===== src/rtl/pfm_defs.vh =====
// Purpose: shared constants for the port F pin function mux
// Assumes: plain Verilog-2005, included by bare name
// Notes: function select codes are two bits per pin
`ifndef PFM_DEFS_VH
`define PFM_DEFS_VH
`define PFM_NPINS 8
`define PFM_SELW 2
`define PFM_FN_GPIO 2'h0
`define PFM_FN_ALT1 2'h1
`define PFM_FN_ALT2 2'h2
`define PFM_SEL_RST 16'h0000
`define PFM_DIR_RST 8'h00
`define PFM_DATA_RST 8'h00
`define PFM_PULL_RST 8'hFF
`define PFM_CKSEL_W 2
`define PFM_CKDIV_RST 2'h0
`endif


===== src/rtl/pfm_clock_output_select_register_gen.v =====
// Purpose: buffered clock output source for port F line 1
// Assumes: sources are synchronous level streams in the clk domain
// Notes: output is registered, so it lags its source by one clock
`include "pfm_defs.vh"
module pfm_clock_output_select_register_gen
(
   // clock and reset
   input wire clk,
   input wire rst,
   // source choice and candidate sources
   input wire [`PFM_CKSEL_W-1:0] clock_out_source_select,
   input wire [3:0] clk_sources,
   // buffered result
   output reg buffered_clock_out_r
);
   // register the picked source so the pin never sees a mux glitch
   always @(posedge clk or posedge rst)
   begin
      if (rst)
         buffered_clock_out_r <= 1'b0;
      else
         buffered_clock_out_r <= clk_sources[clock_out_source_select];
   end
endmodule


===== src/rtl/pfm_ext_clk_sel.v =====
// Purpose: decides when the dedicated pin feeds the external clock
// Assumes: select bits are register levels in the clk domain
// Notes: crystal power-down stays a software choice
`include "pfm_defs.vh"
module pfm_ext_clk_sel
(
   // clock and reset
   input wire clk,
   input wire rst,
   // select bits
   input wire port_c_bit0_function_select,
   input wire external_clock_select_bit,
   // result
   output reg ext_clock_in_use_r
);
   // both bits are needed; either alone keeps the internal source
   always @(posedge clk or posedge rst)
   begin
      if (rst)
         ext_clock_in_use_r <= 1'b0;
      else
         ext_clock_in_use_r <= port_c_bit0_function_select &
            external_clock_select_bit;
   end
endmodule


===== src/rtl/pfm_port_f_mux.v =====
// Purpose: pin function mux for the eight port F lines
// Assumes: all inputs synchronous to clk; pads resolve the enables
// Notes: oe_n low means drive; open-drain lines only drive low
`include "pfm_defs.vh"
module pfm_port_f_mux
#(
   parameter NPINS = `PFM_NPINS
)
(
   // clock and reset
   input wire clk,
   input wire rst,
   // software configuration, line n uses sel bits [2n-1:2n-2]
   input wire [2*NPINS-1:0] pin_func_sel,
   input wire [NPINS-1:0] gpio_dir,
   input wire [NPINS-1:0] gpio_out_data,
   input wire [NPINS-1:0] pull_enable,
   input wire [`PFM_CKSEL_W-1:0] clock_out_source_select,
   input wire [3:0] clk_sources,
   input wire serial1_single_wire,
   input wire port_c_bit0_function_select,
   input wire external_clock_select_bit,
   // pads
   input wire [NPINS-1:0] pad_in,
   output reg [NPINS-1:0] pad_out_r,
   output reg [NPINS-1:0] pad_oe_n_r,
   output reg [NPINS-1:0] pad_pull_r,
   // peripheral outputs toward the pins
   input wire crossbar_output_2,
   input wire crossbar_output_3,
   input wire crossbar_output_4,
   input wire crossbar_output_5,
   input wire i2c_bus1_clock_drive_low,
   input wire i2c_bus1_data_drive_low,
   input wire serial1_transmit,
   input wire serial1_tx_enable,
   input wire timer_b_channel1_out,
   input wire timer_b_channel1_oe,
   input wire timer_b_channel2_out,
   input wire timer_b_channel2_oe,
   input wire timer_b_channel3_out,
   input wire timer_b_channel3_oe,
   input wire pwm_sub3_x_channel_out,
   input wire pwm_sub3_x_channel_oe,
   // pin levels toward peripherals and software
   output reg [NPINS-1:0] gpio_in_data_r,
   output reg crossbar_input_7_r,
   output reg i2c_bus1_clock_in_r,
   output reg i2c_bus1_data_in_r,
   output reg serial1_receive_r,
   output reg serial0_receive_r,
   output reg timer_b_channel1_in_r,
   output reg timer_b_channel2_in_r,
   output reg timer_b_channel3_in_r,
   output reg pwm_sub3_x_capture_r,
   // clock status
   output reg buffered_clock_out_r,
   output reg ext_clock_in_use_r
);
   wire buffered_clock_out_w;
   wire ext_w;
   reg [NPINS-1:0] out_nxt;
   reg [NPINS-1:0] oe_n_nxt;
   reg [1:0] f1, f2, f3, f4, f5, f6, f7, f8;

   // select code of one line
   function [`PFM_SELW-1:0] fsel;
      input [2*NPINS-1:0] sel;
      input integer idx;
      begin
         fsel = sel[idx*`PFM_SELW +: `PFM_SELW];
      end
   endfunction

   // clock output source, a registered pick
   pfm_clock_output_select_register_gen u_buffered_clock_out
   (
      .clk(clk),
      .rst(rst),
      .clock_out_source_select(clock_out_source_select),
      .clk_sources(clk_sources),
      .buffered_clock_out_r(buffered_clock_out_w)
   );

   // external clock qualification
   pfm_ext_clk_sel u_ext
   (
      .clk(clk),
      .rst(rst),
      .port_c_bit0_function_select(port_c_bit0_function_select),
      .external_clock_select_bit(external_clock_select_bit),
      .ext_clock_in_use_r(ext_w)
   );

   // output mux per line; an undefined code falls back to general use
   always @*
   begin
      f1 = fsel(pin_func_sel, 0);
      f2 = fsel(pin_func_sel, 1);
      f3 = fsel(pin_func_sel, 2);
      f4 = fsel(pin_func_sel, 3);
      f5 = fsel(pin_func_sel, 4);
      f6 = fsel(pin_func_sel, 5);
      f7 = fsel(pin_func_sel, 6);
      f8 = fsel(pin_func_sel, 7);
      out_nxt = gpio_out_data;
      oe_n_nxt = ~gpio_dir;
      // line 1: buffered clock out, or crossbar input (line undriven)
      if (f1 == `PFM_FN_ALT1)
      begin
         out_nxt[0] = buffered_clock_out_w;
         oe_n_nxt[0] = 1'b0;
      end
      else if (f1 == `PFM_FN_ALT2)
         oe_n_nxt[0] = 1'b1;
      // line 2: open drain clock drives only low
      if (f2 == `PFM_FN_ALT1)
      begin
         out_nxt[1] = 1'b0;
         oe_n_nxt[1] = ~i2c_bus1_clock_drive_low;
      end
      else if (f2 == `PFM_FN_ALT2)
      begin
         out_nxt[1] = crossbar_output_2;
         oe_n_nxt[1] = 1'b0;
      end
      // line 3: open drain data drives only low
      if (f3 == `PFM_FN_ALT1)
      begin
         out_nxt[2] = 1'b0;
         oe_n_nxt[2] = ~i2c_bus1_data_drive_low;
      end
      else if (f3 == `PFM_FN_ALT2)
      begin
         out_nxt[2] = crossbar_output_3;
         oe_n_nxt[2] = 1'b0;
      end
      // line 4: single wire releases the pin while not transmitting
      if (f4 == `PFM_FN_ALT1)
      begin
         out_nxt[3] = serial1_transmit;
         oe_n_nxt[3] = serial1_single_wire & ~serial1_tx_enable;
      end
      else if (f4 == `PFM_FN_ALT2)
      begin
         out_nxt[3] = crossbar_output_4;
         oe_n_nxt[3] = 1'b0;
      end
      // line 5: receive input, or crossbar output
      if (f5 == `PFM_FN_ALT1)
         oe_n_nxt[4] = 1'b1;
      else if (f5 == `PFM_FN_ALT2)
      begin
         out_nxt[4] = crossbar_output_5;
         oe_n_nxt[4] = 1'b0;
      end
      // line 6: timer channel 2 or pwm x, each with its own enable
      if (f6 == `PFM_FN_ALT1)
      begin
         out_nxt[5] = timer_b_channel2_out;
         oe_n_nxt[5] = ~timer_b_channel2_oe;
      end
      else if (f6 == `PFM_FN_ALT2)
      begin
         out_nxt[5] = pwm_sub3_x_channel_out;
         oe_n_nxt[5] = ~pwm_sub3_x_channel_oe;
      end
      // line 7: timer channel 3 only
      if (f7 == `PFM_FN_ALT1)
      begin
         out_nxt[6] = timer_b_channel3_out;
         oe_n_nxt[6] = ~timer_b_channel3_oe;
      end
      // line 8: serial 0 receive or timer channel 1
      if (f8 == `PFM_FN_ALT1)
         oe_n_nxt[7] = 1'b1;
      else if (f8 == `PFM_FN_ALT2)
      begin
         out_nxt[7] = timer_b_channel1_out;
         oe_n_nxt[7] = ~timer_b_channel1_oe;
      end
   end

   // pad drive; reset leaves every line an undriven, pulled-up input
   always @(posedge clk or posedge rst)
   begin
      if (rst)
      begin
         pad_out_r <= `PFM_DATA_RST;
         pad_oe_n_r <= ~`PFM_DIR_RST;
         pad_pull_r <= `PFM_PULL_RST;
      end
      else
      begin
         pad_out_r <= out_nxt;
         pad_oe_n_r <= oe_n_nxt;
         pad_pull_r <= pull_enable & oe_n_nxt; // pull only when released
      end
   end

   // input routing; peripherals see the pin only when selected,
   // otherwise an idle level: high for i2c and serial receive, low for crossbar, timer and pwm
   always @(posedge clk or posedge rst)
   begin
      if (rst)
      begin
         gpio_in_data_r <= `PFM_DATA_RST;
         crossbar_input_7_r <= 1'b0;
         i2c_bus1_clock_in_r <= 1'b1;
         i2c_bus1_data_in_r <= 1'b1;
         serial1_receive_r <= 1'b1;
         serial0_receive_r <= 1'b1;
         timer_b_channel1_in_r <= 1'b0;
         timer_b_channel2_in_r <= 1'b0;
         timer_b_channel3_in_r <= 1'b0;
         pwm_sub3_x_capture_r <= 1'b0;
         buffered_clock_out_r <= 1'b0;
         ext_clock_in_use_r <= 1'b0;
      end
      else
      begin
         gpio_in_data_r <= pad_in;
         crossbar_input_7_r <= (f1 == `PFM_FN_ALT2) & pad_in[0];
         i2c_bus1_clock_in_r <= (f2 != `PFM_FN_ALT1) | pad_in[1];
         i2c_bus1_data_in_r <= (f3 != `PFM_FN_ALT1) | pad_in[2];
         serial1_receive_r <= (f5 == `PFM_FN_ALT1) ? pad_in[4] :
            ((f4 == `PFM_FN_ALT1) & serial1_single_wire) ? pad_in[3] :
            1'b1;
         serial0_receive_r <= (f8 != `PFM_FN_ALT1) | pad_in[7];
         timer_b_channel1_in_r <= (f8 == `PFM_FN_ALT2) & pad_in[7];
         timer_b_channel2_in_r <= (f6 == `PFM_FN_ALT1) & pad_in[5];
         timer_b_channel3_in_r <= (f7 == `PFM_FN_ALT1) & pad_in[6];
         pwm_sub3_x_capture_r <= (f6 == `PFM_FN_ALT2) & pad_in[5];
         buffered_clock_out_r <= buffered_clock_out_w;
         ext_clock_in_use_r <= ext_w;
      end
   end
endmodule


===== config.mk =====
export PLATFORM = sky130hd
export DESIGN_NAME = pfm_port_f_mux
export DESIGN_NICKNAME = d
export VERILOG_FILES = /design/src/rtl/pfm_clock_output_select_register_gen.v /design/src/rtl/pfm_ext_clk_sel.v /design/src/rtl/pfm_port_f_mux.v
export VERILOG_INCLUDE_DIRS = /design/src /design/src/rtl
export SDC_FILE = /design/constraint.sdc
export NUM_CORES = 1
export LEC_CHECK = 0
export BUFFER_PORTS_ARGS = -buffer_cell sky130_fd_sc_hd__buf_2
export CAP_MARGIN = 30
export CORE_UTILIZATION = 35
export DETAILED_ROUTE_END_ITERATION = 7
export PLACE_DENSITY = 0.69
export SLEW_MARGIN = 20
export SYNTH_ARGS = -nofsm -noshare
export SYNTH_HDL_FRONTEND = slang
export SYNTH_HIERARCHICAL = 1
export SYNTH_SLANG_ARGS = --single-unit

===== constraint.sdc =====
create_clock -name clk -period 1.2 [get_ports clk]
set_input_delay 0.18 -clock clk [delete_from_list [all_inputs] [get_ports clk]]
set_output_delay 0.18 -clock clk [all_outputs]
set_load 0.01 [all_outputs]

==> flow_metrics.env <==
export IMPL_status="completed"
export IMPL_crit_family="flip-flops"
export IMPL_reg2reg_slack_ns=0.40
export IMPL_die_area_sq_um=5340
export IMPL_dp_cells=314
export IMPL_hpwlAfterDp_mm=3.04
export IMPL_die_h_um=73.1
export IMPL_grt_total_usage_pct=15.0
export IMPL_cts_buffers=5
export IMPL_port_buffers=117
export IMPL_slowest_delay_ns=0.52
export IMPL_path_cells="buf_2"
export IMPL_synth_warnings=6
export IMPL_die_x_um=73.1
export IMPL_critPathBufInv=1
export IMPL_crit_fanout=1
export IMPL_avgSynthCellArea_sq_um=13.5
export IMPL_met3_usage_pct=7.46
export IMPL_clk_pin_slew_ns=0.08
export IMPL_antenna_found_initial=0
export IMPL_cts_root_buf="clkbuf_8"
export IMPL_worst_pin_slew_ns=0.492
export IMPL_slew_viol_final=0
export IMPL_initialDrtViolationCount=14
export IMPL_fin_ws_ns=0.0803
export IMPL_gr_max_usage_layer="met2"
export IMPL_rows=25
export IMPL_yosysUniqueCellTypes=33
export IMPL_clock_path_buffers=2
export IMPL_gp_congestion=0.749
export IMPL_syn_to_final_growth_pct=50.0
export IMPL_wl_per_cell_um=11.4
export IMPL_core_area_sq_um=4790
export IMPL_hold_end="gpio_in_data_r[7]$_DFF_PP0_"
export IMPL_cp_end_kind="output pin"
export IMPL_htreeDepth=2
export IMPL_nNetsFinal=337
export IMPL_drtAntennaViolNets=0
export IMPL_start_util_pct=36.9
export IMPL_hold_violations=0
export IMPL_post_cts_resized=0
export IMPL_ys_ff_latch=45
export IMPL_use_met2_pct=25.3
export IMPL_postLayoutCoreUtil_pct=55.4
export IMPL_relSlewSlack_pct=67.0
export IMPL_final_layout_size_suffix_gt1_share_pct=57.4
export IMPL_grt_overflow=0
export IMPL_drc=0
export IMPL_yosysSeqAreaShare_pct=65.1
export IMPL_r2r_end="pad_out_r[0]$_DFF_PP0_"
export IMPL_clkLatencyLatePin_ns=0.29
export IMPL_r2r_cells=1
export IMPL_netlist_area_sq_um=1770
export IMPL_cp_start_kind="flop"
export IMPL_maxCapViolCount=0
export IMPL_grt_pass1_vias=1359
export IMPL_min_path_type="input pin to flop"
export IMPL_post_drt_via_cell_ratio=4.41
export IMPL_place_ws_ns=0.281
export IMPL_netlist_instances=131
export IMPL_cp_slowest_cell="dfstp_2"
export IMPL_tns_ns=0
export IMPL_critPathKind="flop to output pin"
export IMPL_rsz0062_at_grt="no"
export IMPL_use_met1_pct=15.3
export IMPL_max_freq_mhz=893
export IMPL_synth_nets=206
export IMPL_critPathRequiredTime_ns=1.02
export IMPL_fin_worst_skew_ns=0.00146
export IMPL_dr_pass1_iters=2
export IMPL_ir_drop_mv=0.752
export IMPL_diodes=0
export IMPL_cts_tree="built"
export IMPL_vias=1455
export IMPL_fin_cells=330
export IMPL_r2r_start="u_buffered_clock_out/buffered_clock_out_r$_DFF_PP0_"
export IMPL_totalWireLength_mm=3.75
export IMPL_layout_min_cycle_time_ns=1.12
export IMPL_period_share_pct=93.3
export IMPL_cellPowerDensity_nw_per_um2=1260
export IMPL_setup_violations=0
export IMPL_hold_depth=1
export IMPL_io_pins=118
export IMPL_hp_start="pad_in[7]"
export IMPL_p_leak_uw=0.00138
export IMPL_grt_first_pass_wirelength_mm=5.86
export IMPL_clock_sinks=45
export IMPL_cp_arrival_ns=0.94
export IMPL_grt_max_degree=19
[cells in the mapped netlist (all sizes together)]
library cell | count | area, sq um
a211oi | 3 | 22.5
a21o | 2 | 15.0
a21oi | 3 | 15.0
a31o | 2 | 17.5
and2 | 1 | 6.26
and3b | 2 | 18.8
buf | 3 | 21.3
dfrtp | 25 | 626
dfstp | 20 | 526
inv | 9 | 33.8
mux2 | 6 | 75.1
mux2i | 12 | 120
mux4 | 1 | 22.5
nand2 | 6 | 22.5
nand2b | 6 | 37.5
nand3 | 3 | 15.0
nand3b | 1 | 7.51
nor2 | 7 | 26.3
nor2b | 5 | 31.3
nor3 | 2 | 10.0
nor4b | 2 | 17.5
o211a | 1 | 10.0
o21a | 1 | 7.51
o21ai | 2 | 10.0
o22ai | 2 | 18.8
o31a | 1 | 8.76
o32ai | 1 | 8.76
or3b | 1 | 8.76
xor2 | 1 | 8.76
[worst max path at each step]
stage / endpoint / depth (start not counted) / startpoint / slack, ns
after floorplan: buffered_clock_out_r$_DFF_PP0_ / 1 / rst / 0.05
after global placement: pad_out_r[6]$_DFF_PP0_ / 3 / pin_func_sel[13] / 0.30
after detailed placement: pad_pull_r[5]$_DFF_PP1_ / 3 / pin_func_sel[10] / 0.28
after CTS: serial1_receive_r / 1 / serial1_receive_r$_DFF_PP1_ / 0.06
after global routing: pad_oe_n_r[6] / 1 / pad_oe_n_r[6]$_DFF_PP1_ / 0.04
final: pad_oe_n_r[6] / 1 / pad_oe_n_r[6]$_DFF_PP1_ / 0.08
[power breakdown]
part	internal [uW]	total, uW	switching (uW)
Sequential	1650	1670	22.7
Combinational	267	514	247
Clock	678	1150	472
[metal layers]
layer / wire length [um] / up-vias
met3: 383 / 7
met5: 0 / -
met4: 68 / 0
li1: - / 709
met1: 1340 / 665
met2: 1970 / 74
[layout by cell type, fill, tap and decap left out, types with 2 or more instances in the layout]
cell type,Yosys,layout
buf_2,2,117
nand2b_1,6,6
a31o_1,2,2
inv_1,9,8
a21o_1,2,2
a21oi_1,3,3
nor3_1,2,2
dfstp_2,20,20
nor2b_1,5,5
nand2_1,6,6
dlygate4sd3_1,0,8
a211oi_1,3,3
o21ai_0,2,2
buf_12,0,2
nor4b_1,2,2
dfrtp_1,25,25
nand3_1,3,3
nor2_1,7,7
mux2_1,4,4
clkbuf_8,0,6
mux2i_1,12,12
mux2_4,2,2
[kinds of logic (layout without fill, tap and decap cells)]
kind of cell	after synthesis	count (layout)	synth area share, %
buffers and inverters	12	144	3.11
and+or+nand+nor	36	36	11.4
DFF	45	45	65.1
xor gates and xnor gates	1	1	0.495
AOI/OAI and AO/OA	18	18	7.57
muxes	19	19	12.3
[area by class of cell]
type | count | area, sq um
Fill cell | 434 | 2130
Sequential cell | 45 | 1150
Timing Repair Buffer | 127 | 706
Multi-Input combinational cell | 74 | 562
Clock buffer | 7 | 86.3
Tap cell | 67 | 83.8
Inverter | 9 | 33.8
Clock inverter | 1 | 30.0
[repair_timing]
action	CTS	global route
setup buffers	0	0
hold endpoints to repair	9	3
hold buffers	5	3
[stage by stage]
stage               hold slack [ns]  total power, uW  cell area (sq um)
floorplan                   -0.0913             1920               1770
global placement             0.0383             2190               2460
detailed placement           0.0388             2200               2460
CTS                        0.000361             3400               2620
global route                0.00991             3510               2650
finish                       0.0251             3340               2650
[registers in the layout, indices dropped and copies added (netlist names)]
register and count:
pwm_sub3_x_capture_r 1, ext_clock_in_use_r 1, timer_b_channel2_in_r 1, pad_oe_n_r 8
i2c_bus1_clock_in_r 1, gpio_in_data_r 8, serial0_receive_r 1, buffered_clock_out_r 1
u_ext/ext_clock_in_use_r 1, timer_b_channel3_in_r 1, serial1_receive_r 1, pad_pull_r 8
timer_b_channel1_in_r 1, i2c_bus1_data_in_r 1, pad_out_r 8, crossbar_input_7_r 1
u_buffered_clock_out/buffered_clock_out_r 1
(Power assumes the default switching activity.)
